## config.mk

```make
export PLATFORM = sky130hd
export DESIGN_NAME = pfd_port_cfg
export DESIGN_NICKNAME = d
export VERILOG_FILES = /design/src/rtl/pfd_pkg.sv /design/src/rtl/pfd_arb_if.sv /design/src/rtl/pfd_pin_cell.sv /design/src/rtl/pfd_prio_arb.sv /design/src/rtl/pfd_port_cfg.sv
export VERILOG_INCLUDE_DIRS = /design/src /design/src/rtl
export SDC_FILE = /design/constraint.sdc
export NUM_CORES = 1
export LEC_CHECK = 0
export ABC_AREA = 1
export BUFFER_PORTS_ARGS = -buffer_cell sky130_fd_sc_hd__buf_2
export CORE_UTILIZATION = 35
export CTS_BUF_LIST = sky130_fd_sc_hd__clkbuf_4 sky130_fd_sc_hd__clkbuf_8
export DETAILED_ROUTE_END_ITERATION = 8
export PLACE_DENSITY_LB_ADDON = 0.15
export SLEW_MARGIN = 20
export SYNTH_ARGS = -nofsm -noshare
export SYNTH_HDL_FRONTEND = slang
export SYNTH_SLANG_ARGS = --single-unit
```

## constraint.sdc

```tcl
create_clock -name clk_in -period 2.4 [get_ports clk_in]
set_input_delay 0.24 -clock clk_in [delete_from_list [all_inputs] [get_ports clk_in]]
set_output_delay 0.24 -clock clk_in [all_outputs]
set_load 0.005 [all_outputs]
```

## src/rtl/pfd_defs.svh

```systemverilog
`ifndef PFD_DEFS_SVH
`define PFD_DEFS_SVH

// Register indices; byte address is four times the index
`define PFD_IDX_AIN_EN 8'hf2
`define PFD_IDX_P0_SEL 8'hf3
`define PFD_IDX_P1_SEL 8'hf4
`define PFD_IDX_P2_SEL 8'hf5
`define PFD_IDX_P0_DIR 8'hfd
`define PFD_IDX_P1_DIR 8'hfe
`define PFD_IDX_P2_DIR 8'hff

// Reset values
`define PFD_RST_AIN_EN 8'h00
`define PFD_RST_P0_SEL 8'h00
`define PFD_RST_P1_SEL 8'h00
`define PFD_RST_P2_SEL 8'h00
`define PFD_RST_P0_DIR 8'h00
`define PFD_RST_P1_DIR 8'h00
`define PFD_RST_P2_DIR 8'h00

// Writable bits of the mixed registers
`define PFD_MASK_P2_SEL 8'h7f
`define PFD_MASK_P2_DIR 8'hdf

// Fields of port2_function_and_priority
`define PFD_P2S_S0_S1 6
`define PFD_P2S_S1_T3 5
`define PFD_P2S_T1_T4 4
`define PFD_P2S_T1_S0 3
`define PFD_P2S_PIN4 2
`define PFD_P2S_PIN3 1
`define PFD_P2S_PIN0 0

// Fields of port2_direction_and_priority
`define PFD_P2D_PRI_HI 7
`define PFD_P2D_PRI_LO 6
`define PFD_P2D_DIR_HI 4

// Peripheral slots in claim and owner vectors
`define PFD_PER_S0 0
`define PFD_PER_S1 1
`define PFD_PER_T1 2
`define PFD_PER_T3 3
`define PFD_PER_T4 4
`define PFD_NUM_PER 5

`endif

```

## src/rtl/pfd_pkg.sv

```systemverilog
`default_nettype none
package pfd_pkg;

  typedef enum logic [1:0] {
    PFD_BUS_IDLE = 2'b01,
    PFD_BUS_RESP = 2'b10
  } pfd_bus_state_t;

  typedef enum logic [1:0] {
    PFD_P0_S0_OVER_S1 = 2'b00,
    PFD_P0_S1_OVER_S0 = 2'b01,
    PFD_P0_T1_OVER_S1 = 2'b10,
    PFD_P0_T1_OVER_S0 = 2'b11
  } pfd_p0_prio_t;

  typedef struct packed {
    pfd_bus_state_t bus;
    logic pready;
    logic pslverr;
    logic [31:0] prdata;
    logic [7:0] ain_en;
    logic [7:0] p0_sel;
    logic [7:0] p1_sel;
    logic [7:0] p2_sel;
    logic [7:0] p0_dir;
    logic [7:0] p1_dir;
    logic [7:0] p2_dir;
    logic [7:0] ain_route;
    logic [7:0] p0_periph;
    logic [7:0] p1_periph;
    logic [4:0] p2_periph;
    logic [7:0] p0_drive;
    logic [7:0] p1_drive;
    logic [4:0] p2_drive;
    logic [4:0] p0_owner;
    logic [4:0] p1_owner;
  } pfd_state_t;

endpackage
`default_nettype wire

```

## src/rtl/pfd_arb_if.sv

```systemverilog
`timescale 1ns/1ps
`default_nettype none
interface pfd_arb_if;
  logic [4:0] p0_claim;
  logic [4:0] p1_claim;
  logic [1:0] p0_peripheral_priority;
  logic [3:0] p1_priority;
  logic [4:0] p0_grant;
  logic [4:0] p1_grant;

  modport ctrl (
    output p0_claim,
    output p1_claim,
    output p0_peripheral_priority,
    output p1_priority,
    input p0_grant,
    input p1_grant
  );

  modport arb (
    input p0_claim,
    input p1_claim,
    input p0_peripheral_priority,
    input p1_priority,
    output p0_grant,
    output p1_grant
  );
endinterface
`default_nettype wire

```

## src/rtl/pfd_pin_cell.sv

```systemverilog
`timescale 1ns/1ps
`default_nettype none
module pfd_pin_cell #(
  parameter int W = 8
) (
  input wire logic [W-1:0] sel_in,
  input wire logic [W-1:0] dir_in,
  input wire logic [W-1:0] analog_in,
  output logic [W-1:0] periph_out,
  output logic [W-1:0] drive_out
);
  // Analogue pins drop both the peripheral and the output driver
  always_comb begin
    periph_out = sel_in & ~analog_in;
    drive_out = dir_in & ~analog_in;
  end
endmodule
`default_nettype wire

```

## src/rtl/pfd_prio_arb.sv

```systemverilog
`timescale 1ns/1ps
`default_nettype none
`include "pfd_defs.svh"
module pfd_prio_arb
  import pfd_pkg::*;
(
  pfd_arb_if.arb bus
);
  localparam int N = `PFD_NUM_PER;

  // True when peripheral a keeps a shared pin against b
  function automatic logic beats1(input int a, input int b,
                                  input logic [3:0] pri);
    logic r;
    r = (a < b);
    if ((a == `PFD_PER_S0 && b == `PFD_PER_S1) ||
        (a == `PFD_PER_S1 && b == `PFD_PER_S0)) begin
      r = (a == `PFD_PER_S1) == pri[3];
    end else if ((a == `PFD_PER_S1 && b == `PFD_PER_T3) ||
                 (a == `PFD_PER_T3 && b == `PFD_PER_S1)) begin
      r = (a == `PFD_PER_T3) == pri[2];
    end else if ((a == `PFD_PER_T1 && b == `PFD_PER_T4) ||
                 (a == `PFD_PER_T4 && b == `PFD_PER_T1)) begin
      r = (a == `PFD_PER_T4) == pri[1];
    end else if ((a == `PFD_PER_S0 && b == `PFD_PER_T1) ||
                 (a == `PFD_PER_T1 && b == `PFD_PER_S0)) begin
      r = (a == `PFD_PER_T1) == pri[0];
    end
    return r;
  endfunction

  function automatic logic beats0(input int a, input int b,
                                  input logic [1:0] pri);
    logic r;
    r = (a < b);
    case (pri)
      PFD_P0_S1_OVER_S0: begin
        if (a == `PFD_PER_S1 && b == `PFD_PER_S0) r = 1'b1;
        if (a == `PFD_PER_S0 && b == `PFD_PER_S1) r = 1'b0;
      end
      PFD_P0_T1_OVER_S1: begin
        if (a == `PFD_PER_T1 && b == `PFD_PER_S1) r = 1'b1;
        if (a == `PFD_PER_S1 && b == `PFD_PER_T1) r = 1'b0;
      end
      PFD_P0_T1_OVER_S0: begin
        if (a == `PFD_PER_T1 && b == `PFD_PER_S0) r = 1'b1;
        if (a == `PFD_PER_S0 && b == `PFD_PER_T1) r = 1'b0;
      end
      default: begin
        r = (a < b);
      end
    endcase
    return r;
  endfunction

  logic [N-1:0] win0;
  logic [N-1:0] win1;

  // Cyclic settings may leave no winner; the lowest winning slot keeps one owner
  always_comb begin
    win0 = '0;
    win1 = '0;
    bus.p0_grant = '0;
    bus.p1_grant = '0;
    for (int i = 0; i < N; i++) begin
      win0[i] = bus.p0_claim[i];
      win1[i] = bus.p1_claim[i];
      for (int j = 0; j < N; j++) begin
        if (j != i && bus.p0_claim[j] &&
            !beats0(i, j, bus.p0_peripheral_priority)) begin
          win0[i] = 1'b0;
        end
        if (j != i && bus.p1_claim[j] &&
            !beats1(i, j, bus.p1_priority)) begin
          win1[i] = 1'b0;
        end
      end
    end
    for (int i = N - 1; i >= 0; i--) begin
      if (win0[i]) begin
        bus.p0_grant = 5'h01 << i;
      end
      if (win1[i]) begin
        bus.p1_grant = 5'h01 << i;
      end
    end
  end
endmodule
`default_nettype wire

```

## src/rtl/pfd_port_cfg.sv

```systemverilog
`timescale 1ns/1ps
`default_nettype none
`include "pfd_defs.svh"
// Overview of operation
// - Analogue bit n routes port 0 pin n to converter input n; reset 0.
// - Select bit 0 is general I/O, 1 peripheral; port 2 has pins 4, 3, 0.
// - Port 2 function bit 6 picks serial 0 (0) or serial 1 (1) on port 1.
// - Bit 5 picks serial 1 (0) or timer 3 (1) on shared port 1 pins.
// - Bit 4 picks timer 1 (0) or timer 4 (1) on shared port 1 pins.
// - Bit 3 picks serial 0 (0) or timer 1 (1) on shared port 1 pins.
// - Port 2 direction bits 7:6 order the peripherals sharing port 0 pins.
// - Port 0 and 1 direction bits: 0 input, 1 output; reset all inputs.
// - Port 2 direction bits 4:0 set pins 4..0 direction; reset to inputs.
// - Enabled analogue input overrides port 0 function select of that pin.
module pfd_port_cfg
  import pfd_pkg::*;
(
  input wire logic clk_in,
  input wire logic rst_in,
  input wire logic psel_in,
  input wire logic penable_in,
  input wire logic pwrite_in,
  input wire logic [11:0] paddr_in,
  input wire logic [31:0] pwdata_in,
  output logic [31:0] prdata_out,
  output logic pready_out,
  output logic pslverr_out,
  input wire logic [4:0] p0_claim_in,
  input wire logic [4:0] p1_claim_in,
  output logic [7:0] analog_input_channel_out,
  output logic [7:0] p0_periph_out,
  output logic [7:0] p1_periph_out,
  output logic [4:0] p2_periph_out,
  output logic [7:0] p0_drive_out,
  output logic [7:0] p1_drive_out,
  output logic [4:0] p2_drive_out,
  output logic [4:0] p0_owner_out,
  output logic [4:0] p1_owner_out
);

  pfd_state_t cur;
  pfd_state_t next_cur;

  pfd_arb_if arb_bus ();

  logic [7:0] p0_per_c;
  logic [7:0] p1_per_c;
  logic [4:0] p2_per_c;
  logic [7:0] p0_drv_c;
  logic [7:0] p1_drv_c;
  logic [4:0] p2_drv_c;
  logic [4:0] p2_sel_pins;

  logic [9:0] reg_idx;
  logic addr_ok;
  logic addr_hit;
  logic [7:0] rd_byte;
  logic [7:0] wr_byte;
  logic commit_wr;

  // Register index decode; misaligned or unknown addresses answer error
  always_comb begin
    reg_idx = paddr_in[11:2];
    addr_ok = (paddr_in[1:0] == 2'b00);
    addr_hit = 1'b1;
    rd_byte = 8'h00;
    case (reg_idx)
      {2'b00, `PFD_IDX_AIN_EN}: begin
        rd_byte = cur.ain_en;
      end
      {2'b00, `PFD_IDX_P0_SEL}: begin
        rd_byte = cur.p0_sel;
      end
      {2'b00, `PFD_IDX_P1_SEL}: begin
        rd_byte = cur.p1_sel;
      end
      {2'b00, `PFD_IDX_P2_SEL}: begin
        rd_byte = cur.p2_sel & `PFD_MASK_P2_SEL;
      end
      {2'b00, `PFD_IDX_P0_DIR}: begin
        rd_byte = cur.p0_dir;
      end
      {2'b00, `PFD_IDX_P1_DIR}: begin
        rd_byte = cur.p1_dir;
      end
      {2'b00, `PFD_IDX_P2_DIR}: begin
        rd_byte = cur.p2_dir & `PFD_MASK_P2_DIR;
      end
      default: begin
        addr_hit = 1'b0;
      end
    endcase
    addr_hit = addr_hit & addr_ok;
  end

  // Write lands only at the edge where the master sees pready high
  always_comb begin
    wr_byte = pwdata_in[7:0];
    commit_wr = (cur.bus == PFD_BUS_RESP) && cur.pready && !cur.pslverr &&
                psel_in && penable_in && pwrite_in;
  end

  // Port 2 select bits sit at pins 4, 3 and 0 only
  always_comb begin
    p2_sel_pins = {cur.p2_sel[`PFD_P2S_PIN4], cur.p2_sel[`PFD_P2S_PIN3],
                   2'b00, cur.p2_sel[`PFD_P2S_PIN0]};
  end

  pfd_pin_cell #(
    .W(8)
  ) u_p0_cell (
    .sel_in(cur.p0_sel),
    .dir_in(cur.p0_dir),
    .analog_in(cur.ain_en),
    .periph_out(p0_per_c),
    .drive_out(p0_drv_c)
  );

  pfd_pin_cell #(
    .W(8)
  ) u_p1_cell (
    .sel_in(cur.p1_sel),
    .dir_in(cur.p1_dir),
    .analog_in(8'h00),
    .periph_out(p1_per_c),
    .drive_out(p1_drv_c)
  );

  pfd_pin_cell #(
    .W(5)
  ) u_p2_cell (
    .sel_in(p2_sel_pins),
    .dir_in(cur.p2_dir[`PFD_P2D_DIR_HI:0]),
    .analog_in(5'h00),
    .periph_out(p2_per_c),
    .drive_out(p2_drv_c)
  );

  // Claims come from the location select, which lives outside
  assign arb_bus.p0_claim = p0_claim_in;
  assign arb_bus.p1_claim = p1_claim_in;
  assign arb_bus.p0_peripheral_priority =
    cur.p2_dir[`PFD_P2D_PRI_HI:`PFD_P2D_PRI_LO];
  assign arb_bus.p1_priority = {cur.p2_sel[`PFD_P2S_S0_S1],
                                cur.p2_sel[`PFD_P2S_S1_T3],
                                cur.p2_sel[`PFD_P2S_T1_T4],
                                cur.p2_sel[`PFD_P2S_T1_S0]};

  pfd_prio_arb u_arb (
    .bus(arb_bus.arb)
  );

  always_comb begin
    next_cur = cur;

    // Bus handshake: one wait cycle, then pready for exactly one edge
    case (cur.bus)
      PFD_BUS_IDLE: begin
        next_cur.pready = 1'b0;
        next_cur.pslverr = 1'b0;
        if (psel_in && penable_in) begin
          next_cur.bus = PFD_BUS_RESP;
          next_cur.pready = 1'b1;
          next_cur.pslverr = !addr_hit;
          next_cur.prdata = (!pwrite_in && addr_hit) ?
                            {24'h00_0000, rd_byte} : 32'h0000_0000;
        end
      end
      PFD_BUS_RESP: begin
        next_cur.bus = PFD_BUS_IDLE;
        next_cur.pready = 1'b0;
        next_cur.pslverr = 1'b0;
        next_cur.prdata = 32'h0000_0000;
      end
      default: begin
        next_cur.bus = PFD_BUS_IDLE;
        next_cur.pready = 1'b0;
        next_cur.pslverr = 1'b0;
      end
    endcase

    if (commit_wr) begin
      case (reg_idx)
        {2'b00, `PFD_IDX_AIN_EN}: begin
          next_cur.ain_en = wr_byte;
        end
        {2'b00, `PFD_IDX_P0_SEL}: begin
          next_cur.p0_sel = wr_byte;
        end
        {2'b00, `PFD_IDX_P1_SEL}: begin
          next_cur.p1_sel = wr_byte;
        end
        {2'b00, `PFD_IDX_P2_SEL}: begin
          next_cur.p2_sel = wr_byte & `PFD_MASK_P2_SEL;
        end
        {2'b00, `PFD_IDX_P0_DIR}: begin
          next_cur.p0_dir = wr_byte;
        end
        {2'b00, `PFD_IDX_P1_DIR}: begin
          next_cur.p1_dir = wr_byte;
        end
        {2'b00, `PFD_IDX_P2_DIR}: begin
          next_cur.p2_dir = wr_byte & `PFD_MASK_P2_DIR;
        end
        default: begin
          next_cur.ain_en = cur.ain_en;
        end
      endcase
    end

    // Pin controls follow the stored settings one cycle later
    next_cur.ain_route = cur.ain_en;
    next_cur.p0_periph = p0_per_c;
    next_cur.p1_periph = p1_per_c;
    next_cur.p2_periph = p2_per_c;
    next_cur.p0_drive = p0_drv_c;
    next_cur.p1_drive = p1_drv_c;
    next_cur.p2_drive = p2_drv_c;
    next_cur.p0_owner = arb_bus.p0_grant;
    next_cur.p1_owner = arb_bus.p1_grant;

    if (rst_in) begin
      next_cur.bus = PFD_BUS_IDLE;
      next_cur.pready = 1'b0;
      next_cur.pslverr = 1'b0;
      next_cur.prdata = 32'h0000_0000;
      next_cur.ain_en = `PFD_RST_AIN_EN;
      next_cur.p0_sel = `PFD_RST_P0_SEL;
      next_cur.p1_sel = `PFD_RST_P1_SEL;
      next_cur.p2_sel = `PFD_RST_P2_SEL;
      next_cur.p0_dir = `PFD_RST_P0_DIR;
      next_cur.p1_dir = `PFD_RST_P1_DIR;
      next_cur.p2_dir = `PFD_RST_P2_DIR;
      next_cur.ain_route = 8'h00;
      next_cur.p0_periph = 8'h00;
      next_cur.p1_periph = 8'h00;
      next_cur.p2_periph = 5'h00;
      next_cur.p0_drive = 8'h00;
      next_cur.p1_drive = 8'h00;
      next_cur.p2_drive = 5'h00;
      next_cur.p0_owner = 5'h00;
      next_cur.p1_owner = 5'h00;
    end
  end

  always_ff @(posedge clk_in) begin
    cur <= next_cur;
  end

  assign prdata_out = cur.prdata;
  assign pready_out = cur.pready;
  assign pslverr_out = cur.pslverr;
  assign analog_input_channel_out = cur.ain_route;
  assign p0_periph_out = cur.p0_periph;
  assign p1_periph_out = cur.p1_periph;
  assign p2_periph_out = cur.p2_periph;
  assign p0_drive_out = cur.p0_drive;
  assign p1_drive_out = cur.p1_drive;
  assign p2_drive_out = cur.p2_drive;
  assign p0_owner_out = cur.p0_owner;
  assign p1_owner_out = cur.p1_owner;

endmodule
`default_nettype wire

```

==> run summary, run 1 <==
status -> finished, final reports clean
Worst Setup End Kind -> flip-flop
Max transition margin -> 49.95%
worst r2r src -> arb_bus.p0_peripheral_priority[0]$_SDFFE_PP0P_
post-synthesis adder-cell area fraction -> 0%
Core ar. -> 0.01537 mm2
clk buf depth -> 2
register area -> 0.002482 mm2
Worst VDD drop -> 0.3017 mV
endpoints failing setup -> 0
RR Endpoint -> p0_owner_out[4]$_SDFF_PP0_
Slew Viols, Final -> 0
final WL -> 13.83 mm
fillcell total -> 1,606
Max stage delay on crit path -> 580 ps
slowest CP cell -> dlygate4sd3_1
Chip Width -> 128.1 um
maxcap violations -> 0
R2R Setup Slk -> 400 ps
most common cell after layout, fill and taps aside -> dfxtp_1
Yosys reg bits -> 124
drt drc -> 0
Leakage -> 2.724 nW
post-route minimum period -> 2002 ps
row count -> 45
DRT antenna net count -> 0
mean area per synthesized cell -> 7.907 um2
critical-path cell list -> inv_1, o311ai_0, nand2_1, nor4_1, dlygate4sd3_1
Max Clk Rate -> 0.4994 GHz
DRT Pass-1 Iters -> 4
Global Route Usage Sum -> 17.75%
Final TNS setup -> 0 ps
Post-synth EDFFs -> 0
top-area cell type share of the netlist area -> 44.59%
CTS Sinks -> 124
PD cells -> 688.5 mW/mm2
CTS H-tree lvls -> 4
CTS buffer count -> 17
asr flop ratio synth -> 0%
simple-gate portion of the synthesized area -> 21.65%
synthesized instance count -> 704
Synth Cell Area -> 0.005567 mm2
first-pass GRT wire length -> 21.91 mm
Starting DRT DRC Count -> 234
Critical Path RT -> 2790 ps
most frequent cells in the layout -> dfxtp_1 (124), buf_2 (102), inv_1 (88), nor2_1 (74), nand2_1 (61)
Detailed Place HPWL -> 10.07 mm
GRT Max-Usage Layer -> met2
layout overhead on the synthesized area -> 9.508%
Core Util, Final -> 39.66%
reg2reg path depth -> 5
CTS resizes -> 0
Initial Util -> 36.21%
RSZ-0062 raised after global routing -> no
via count -> 4,418
Compound-Gate Fraction of Synth Area -> 12.12%
main combinational cell family by area after synthesis -> simple AND/OR/NAND/NOR gates
ys flop type -> dfxtp_1
Tcrit/Tclk final -> 83.43%
met3 GRT Util -> 5.092%
clk_lat worst skew -> 450 ps
final hold violations -> 0
Seq/Total Area, Yosys -> 44.59%
IO buf count -> 102
CP Launch Type -> flip-flop
post-synthesis cell type count -> 31
Buffers & Inverters on Critical Path -> 2
Critical Path End -> p0_owner_out[4]$_SDFF_PP0_
clock skew -> 12.25 ps
Ports -> 153
routed len/inst -> 14.33 um
antenna cells -> 0
Setup CP Type -> flip-flop to flip-flop
Slew @ Worst Pin -> 749.9 ps
routability cong. -> 0.8717
GRT met1 Usage -> 22.59%
Cells on Worst Hold Path -> 2
critical path launch point -> arb_bus.p0_peripheral_priority[0]$_SDFFE_PP0P_
min-delay worst type -> input port to flip-flop
Multi-input gate area -> 0.001977 mm2
crit-path max FO -> 6
top post-synthesis cells by area -> dfxtp_1 (45%), buf_4 (13%), inv_1 (5.9%)
yosys warns -> 0
grt met2 use -> 27.43%
XOR/XNOR Fraction of Synth Area -> 0%
family with the most delay on the worst path -> buffers and inverters
Synth area leader -> dfxtp_1
Reg clk slew, reported paths -> 70 ps
mux contribution to synthesized area -> 0%
Remaining Overflow, GRT -> 0
die height -> 128.1 um
final net count -> 800
Crit path depth -> 5
Via-to-Cell Ratio -> 4.578
initial antenna violation count -> 0
die area -> 0.01641 mm2
clk root buf -> clkbuf_8
largest net degree at the start of global routing -> 59
Worst EP arrival -> 2390 ps
share of cells above drive strength 1 -> 23.61%
TritonCTS clock tree -> yes
number of global-route vias before repair -> 4,205
-- layer usage --
metal / up-vias / routed length, um
li1: 2230 / -
met1: 2017 / 6254
met2: 145 / 6345
met3: 26 / 818
met4: 0 / 412
met5: - / 0
-- power by group --
part	switching (mW)	internal, mW
clock network	0.871	1.05
logic	0.149	0.0567
registers	0.00272	2.06
-- cell usage after synthesis (9+ instances only) --
library cell / instances
a21oi_1: 56
buf_2: 9
buf_4: 94
clkbuf_1: 9
dfxtp_1: 124
inv_1: 88
nand2_1: 61
nand3_1: 23
nand4_1: 38
nor2_1: 74
nor3_1: 17
o21ai_0: 51
-- logic make-up (layout without fill, tap and decap cells) --
family / after synthesis / after routing
compound gates: 125 / 125
other cells: 1 / 26
buf+inv: 215 / 240
flops: 124 / 124
simple gates: 239 / 239
-- worst reg2reg max path, stage by stage (launching register included) --
cell	delay, ps
dfxtp_1	420
inv_1	100
o311ai_0	460
nand2_1	200
nor4_1	200
dlygate4sd3_1	580
-- stage by stage --
| step | setup slack [ps] | cell area [um2] | instances | hold slack, ps | power [mW] |
|---|---|---|---|---|---|
| global route | 217.1 | 6096 | 965 | 15.32 | 4.368 |
| finish | 397.7 | 6096 | 965 | 23.98 | 4.197 |
| global placement | 567.9 | 5647 | 930 | 415.4 | 2.310 |
| detailed placement | 526.7 | 5647 | 930 | 422.0 | 2.315 |
| floorplan | 1073 | 5660 | 729 | 317.9 | 2.264 |
| CTS | 381.6 | 6096 | 965 | 3.546 | 4.242 |
-- registers in the layout (all words and copies together), names as in the netlist --
register,count
arb_bus.p1_priority,4
prdata_out,8
analog_input_channel_out,8
p0_periph_out,8
p2_periph_out,3
p1_periph_out,8
pready_out,1
pslverr_out,1
p0_drive_out,8
p2_drive_out,5
p0_owner_out,5
p1_owner_out,5
cur,50
p1_drive_out,8
arb_bus.p0_peripheral_priority,2
-- layout make-up --
class / instances / share of cell area (%)
Inverter: 96 / 5.911
Tap cell: 211 / 4.331
Clock buffer: 19 / 4.085
Timing Repair Buffer: 112 / 9.729
Clock inverter: 13 / 2.791
Sequential cell: 124 / 40.72
Multi-Input combinational cell: 390 / 32.43
-- repair_timing --
item                      in CTS  in global routing
hold buffers                   3                  0
hold endpoints to repair       2                  0
setup buffers                  0                  0
-- worst min path at each step --
stage | from | to | slack, ps
3_3_place_gp | p0_claim_in[3] | p0_owner_out[4]$_SDFF_PP0_ | 420
4_1_cts | p1_claim_in[4] | p1_owner_out[2]$_SDFF_PP0_ | 4
3_5_place_dp | p0_claim_in[3] | p0_owner_out[4]$_SDFF_PP0_ | 420
2_1_floorplan | p0_claim_in[3] | p0_owner_out[4]$_SDFF_PP0_ | 320
6_report | p1_claim_in[4] | p1_owner_out[2]$_SDFF_PP0_ | 20
5_1_grt | p1_claim_in[4] | p1_owner_out[2]$_SDFF_PP0_ | 20
Power figures use the tool's default switching activity.
==> run 2: changes to the inputs <==
==> constraint.sdc (replaced) <==
create_clock -name clk_in -period 1.9 [get_ports clk_in]
set_input_delay 0.19 -clock clk_in [delete_from_list [all_inputs] [get_ports clk_in]]
set_output_delay 0.19 -clock clk_in [all_outputs]
set_load 0.005 [all_outputs]
==> run 2 against run 1 <==
Against the previous run: register-to-register slack got worse by 70 ps; global-route usage down 0.38 points; via count down 0.14%.
==> run summary, run 2 (same netlist as run 1, synthesis figures left out) <==
Core ar. -> 0.01537 mm2
Max stage delay on crit path -> 340 ps
setup ws final -> 325.3 ps
final hold violations -> 0
Worst EP arrival -> 1890 ps
routed len/inst -> 13.96 um
Post-CTS Setup Bufs -> 0
share of cells above drive strength 1 -> 23.48%
Tcrit/Tclk final -> 82.88%
final net count -> 804
status -> finished, final reports clean
critical-path cell list -> inv_1, nor2_1, nand3_2, inv_1, nand2_1, o21ai_0, a21oi_1
Chip Width -> 128.1 um
min-delay worst type -> input port to flip-flop
antenna cells -> 0
post-route minimum period -> 1575 ps
switching power share of the total -> 22.80%
row count -> 45
cell-internal power -> 4.192 mW
final WL -> 13.53 mm
Final Instance Count excl. Fillers -> 969
clock group share of total power -> 47.0%
Starting DRT DRC Count -> 221
slowest CP cell -> dfxtp_1
sequential share of power -> 48.1%
number of global-route vias before repair -> 4,041
Ports -> 153
DRT Pass-1 Iters -> 5
clock skew -> 9.531 ps
Leakage -> 2.769 nW
Detailed Place HPWL -> 9.841 mm
worst slack, placed -> 210.2 ps
R2R Setup Slk -> 330 ps
Via-to-Cell Ratio -> 4.553
Slew @ Worst Pin -> 630.0 ps
Final TNS setup -> 0 ps
Global Route Usage Sum -> 17.37%
Initial Util -> 36.21%
Critical Path Most Common Cell -> inv_1
Max Clk Rate -> 0.6351 GHz
CP Launch Type -> flip-flop
max FFs per register -> 50
Comb power frac -> 5.0%
CTS Sinks -> 124
endpoints failing setup -> 0
layout overhead on the synthesized area -> 11.24%
largest net degree at the start of global routing -> 60
Worst Setup End Kind -> flip-flop
clk root buf -> clkbuf_8
dpl cells -> 930
crit-path max FO -> 15
CTS H-tree lvls -> 4
Pwr Total -> 5.430 mW
drt drc -> 0
CTS resizes -> 0
Slew Viols, Final -> 0
fillcell total -> 1,637
Worst VDD drop -> 0.3751 mV
Critical Path RT -> 2220 ps
most frequent cells in the layout -> dfxtp_1 (124), buf_2 (102), inv_1 (88), nor2_1 (74), nand2_1 (61)
via count -> 4,412
first-pass GRT wire length -> 21.20 mm
Core Util, Final -> 40.28%
Max transition margin -> 58.00%
die area -> 0.01641 mm2
CTS Hold Buffers Added -> 7
routability cong. -> 0.8460
PD cells -> 876.9 mW/mm2
RSZ-0062 raised after global routing -> no
TritonCTS clock tree -> yes
Reg clk slew, reported paths -> 70 ps
Psw -> 1.238 mW
IO buf count -> 102
CTS buffer count -> 17
maxcap violations -> 0
Remaining Overflow, GRT -> 0
DRT antenna net count -> 0
most common cell after layout, fill and taps aside -> dfxtp_1
die height -> 128.1 um
Biggest register -> cur
initial antenna violation count -> 0
clk_lat worst skew -> 450 ps
clk buf depth -> 2
Setup CP Type -> flip-flop to flip-flop
==> run 2: critical path, delay by kind of cell (launching register included) <==
kind / cells / cell delay [ps]
AO/OA/AOI/OAI: 2 / 340
flip-flops: 1 / 340
buffers and inverters: 2 / 160
AND/OR/NAND/NOR: 3 / 600
==> run 2: metal layers <==
layer	GRT usage [%]	routed length [um]
met5	0	0
met3	4.424	743
met2	27.72	6403
met1	21.94	6116
met4	8.097	263
==> run 2: path summary, 6_finish.rpt <==
path,from,end,cells after the start
setup / recovery,cur[151]$_SDFFE_PP0P_,cur[76]$_SDFFE_PP0P_,7
hold / removal,p1_claim_in[3],p1_owner_out[4]$_SDFF_PP0_,4
setup reg to reg,cur[151]$_SDFFE_PP0P_,cur[76]$_SDFFE_PP0P_,7
hold reg to reg,cur[64]$_SDFFE_PP0P_,p2_drive_out[4]$_SDFF_PP0_,2
==> run 2: final cells by class <==
type	count	area, um2	area share [%]
flip-flops and latches	124	2482	40.09
inverters	96	360.3	5.819
clock buffers	21	270.3	4.365
repair buffers	116	670.6	10.83
clock inverters	11	167.7	2.708
multi-input cells	390	1977	31.93
well taps	211	264.0	4.263
==> run 2: per-stage QoR <==
step	hold WS [ps]	area, um2
after CTS	7.741	6192
after floorplan	267.9	5660
after global placement	365.1	5684
after detailed placement	373.6	5684
final	40.25	6192
after global routing	34.07	6192
==> run 2: power by group through the flow <==
stage	registers [mW]	clock network, mW	logic (mW)
2_1_floorplan	2.67	0	0.191
3_3_place_gp	2.67	0	0.254
3_5_place_dp	2.67	0	0.259
4_1_cts	2.61	2.60	0.269
5_1_grt	2.61	2.74	0.300
6_report	2.61	2.55	0.270
==> run 3: changes to the inputs <==
==> constraint.sdc (replaced) <==
create_clock -name clk_in -period 1.6 [get_ports clk_in]
set_input_delay 0.16 -clock clk_in [delete_from_list [all_inputs] [get_ports clk_in]]
set_output_delay 0.16 -clock clk_in [all_outputs]
set_load 0.005 [all_outputs]
==> run 3 against run 2 <==
Against the previous run: sequential power rose by 19%; worst hold slack got worse by 14 ps; routed wire length rose by 2.2%; cell area grew 2.1%; power grew 20%; global-route usage rose by 0.67 points; worst setup slack lost 200 ps; count of clock-buffer cells in the layout is 1 higher; critical path depth decreased by 1; clock power is 22% higher; final cell count increased by 1.5%; clock skew hardly changed; critical path type is now input port to flip-flop; largest power group is now clock.
==> run summary, run 3 (same netlist as run 1, synthesis figures left out) <==
post-route minimum period -> 1472 ps
WHS -> 26.48 ps
fillcell total -> 1,642
CP Launch Type -> input port
TritonCTS clock tree -> yes
clk root buf -> clkbuf_8
Remaining Overflow, GRT -> 0
Reg clk slew, reported paths -> 60 ps
Worst EP arrival -> 1860 ps
Starting DRT DRC Count -> 209
largest net degree at the start of global routing -> 59
Max Clk Rate -> 0.6792 GHz
Slew Viols, Final -> 0
clock skew -> 9.965 ps
status -> finished, final reports clean
Global Route Usage Sum -> 18.04%
Setup CP Type -> input port to flip-flop
crit-path max FO -> 3
share of cells above drive strength 1 -> 25.23%
Core Util, Final -> 41.12%
DRT antenna net count -> 0
endpoints failing setup -> 0
most common cell after layout, fill and taps aside -> dfxtp_1
Ports -> 153
via count -> 4,485
die height -> 128.1 um
RSZ-0062 raised after global routing -> no
drt drc -> 0
Critical Path RT -> 1980 ps
clk_lat worst skew -> 450 ps
Initial Util -> 36.21%
Detailed Place HPWL -> 10.22 mm
routability cong. -> 0.8683
Via-to-Cell Ratio -> 4.558
Worst VDD drop -> 0.4998 mV
CTS Sinks -> 124
Tcrit/Tclk final -> 92.02%
final hold violations -> 0
DRT Pass-1 Iters -> 4
die area -> 0.01641 mm2
first-pass GRT wire length -> 22.18 mm
routed len/inst -> 14.04 um
Final TNS setup -> 0 ps
setup ws final -> 127.6 ps
number of global-route vias before repair -> 4,268
Worst Setup End Kind -> flip-flop
Slew @ Worst Pin -> 635.5 ps
clk buf depth -> 2
Max transition margin -> 57.63%
DP Area -> 0.005769 mm2
initial antenna violation count -> 0
most frequent cells in the layout -> dfxtp_1 (124), buf_2 (102), inv_1 (85), nor2_1 (74), nand2_1 (60)
antenna cells -> 0
PD cells -> 1035 mW/mm2
post-route cell area -> 0.006320 mm2
Core ar. -> 0.01537 mm2
CTS H-tree lvls -> 4
Chip Width -> 128.1 um
Leakage -> 2.843 nW
Biggest register -> cur
CTS buffer count -> 17
final net count -> 819
IO buf count -> 102
worst slack, placed -> -13.49 ps
final WL -> 13.82 mm
min-delay worst type -> input port to flip-flop
max FFs per register -> 50
row count -> 45
maxcap violations -> 0
layout overhead on the synthesized area -> 13.53%
## run 3: cell count changes in the layout (fill, tap and decap cells not counted), sizes merged
cell,before,now
buf,109,122
clkinv,6,4
dlygate4sd3,7,9
clkbuf,21,22
clkinvlp,2,3
## run 3: power breakdown
group	total [mW]	internal (mW)	switching (mW)	leakage, nW
Combinational	0.334	0.108	0.226	1.62
Sequential	3.10	3.10	0.00377	1.00
Clock	3.11	1.88	1.23	0.225
## run 3: timing repair
| item | 4_1_cts | 5_1_grt |
|---|---|---|
| hold buffers | 9 | 0 |
| gates resized for setup | 0 | 5 |
| endpoints found under the setup margin | 0 | 26 |
| setup buffers | 0 | 0 |
| hold endpoints to repair | 8 | 0 |
## run 3: worst max-delay path, cell delays in order
cell	delay (ps)
dlygate4sd3_1	530
buf_2	130
inv_1	80
nand2_1	80
a2111oi_0	290
dlygate4sd3_1	600
## run 3: per-layer routing
metal  up-vias  wire (um)  global-route usage, %
met2       134       6502                  29.28
li1       2272          -                      -
met4         0        378                  9.204
met3        23        734                  4.549
met1      2056       6204                  22.11
met5         -          0                      0
## run 3: path summary, 6_finish.rpt
kind / from / cells past startpoint / slack, ps / endpoint
setup reg to reg: arb_bus.p1_priority[2]$_SDFFE_PP0P_ / 3 / 140 / p1_owner_out[3]$_SDFF_PP0_
hold reg to reg: cur[96]$_SDFFE_PP0P_ / 2 / 470 / p1_periph_out[4]$_SDFF_PP0_
hold / removal: p0_claim_in[0] / 3 / 30 / p0_owner_out[0]$_SDFF_PP0_
setup / recovery: p1_claim_in[0] / 6 / 130 / p1_owner_out[3]$_SDFF_PP0_
## run 3: area by class of cell
class	instances	area, um2	area share (%)
clock buffer	22	296.5	4.692
sequential	124	2482	39.28
timing repair buffer	131	775.7	12.27
clock inverter	10	161.4	2.554
multi-input combinational	390	1979	31.32
inverter	96	360.3	5.702
tap	211	264.0	4.177
## run 3: through the flow
stage,instances,power [mW]
final,984,6.540
after floorplan,729,3.396
after global routing,984,6.810
after global placement,943,3.481
after CTS,984,6.627
after detailed placement,943,3.487
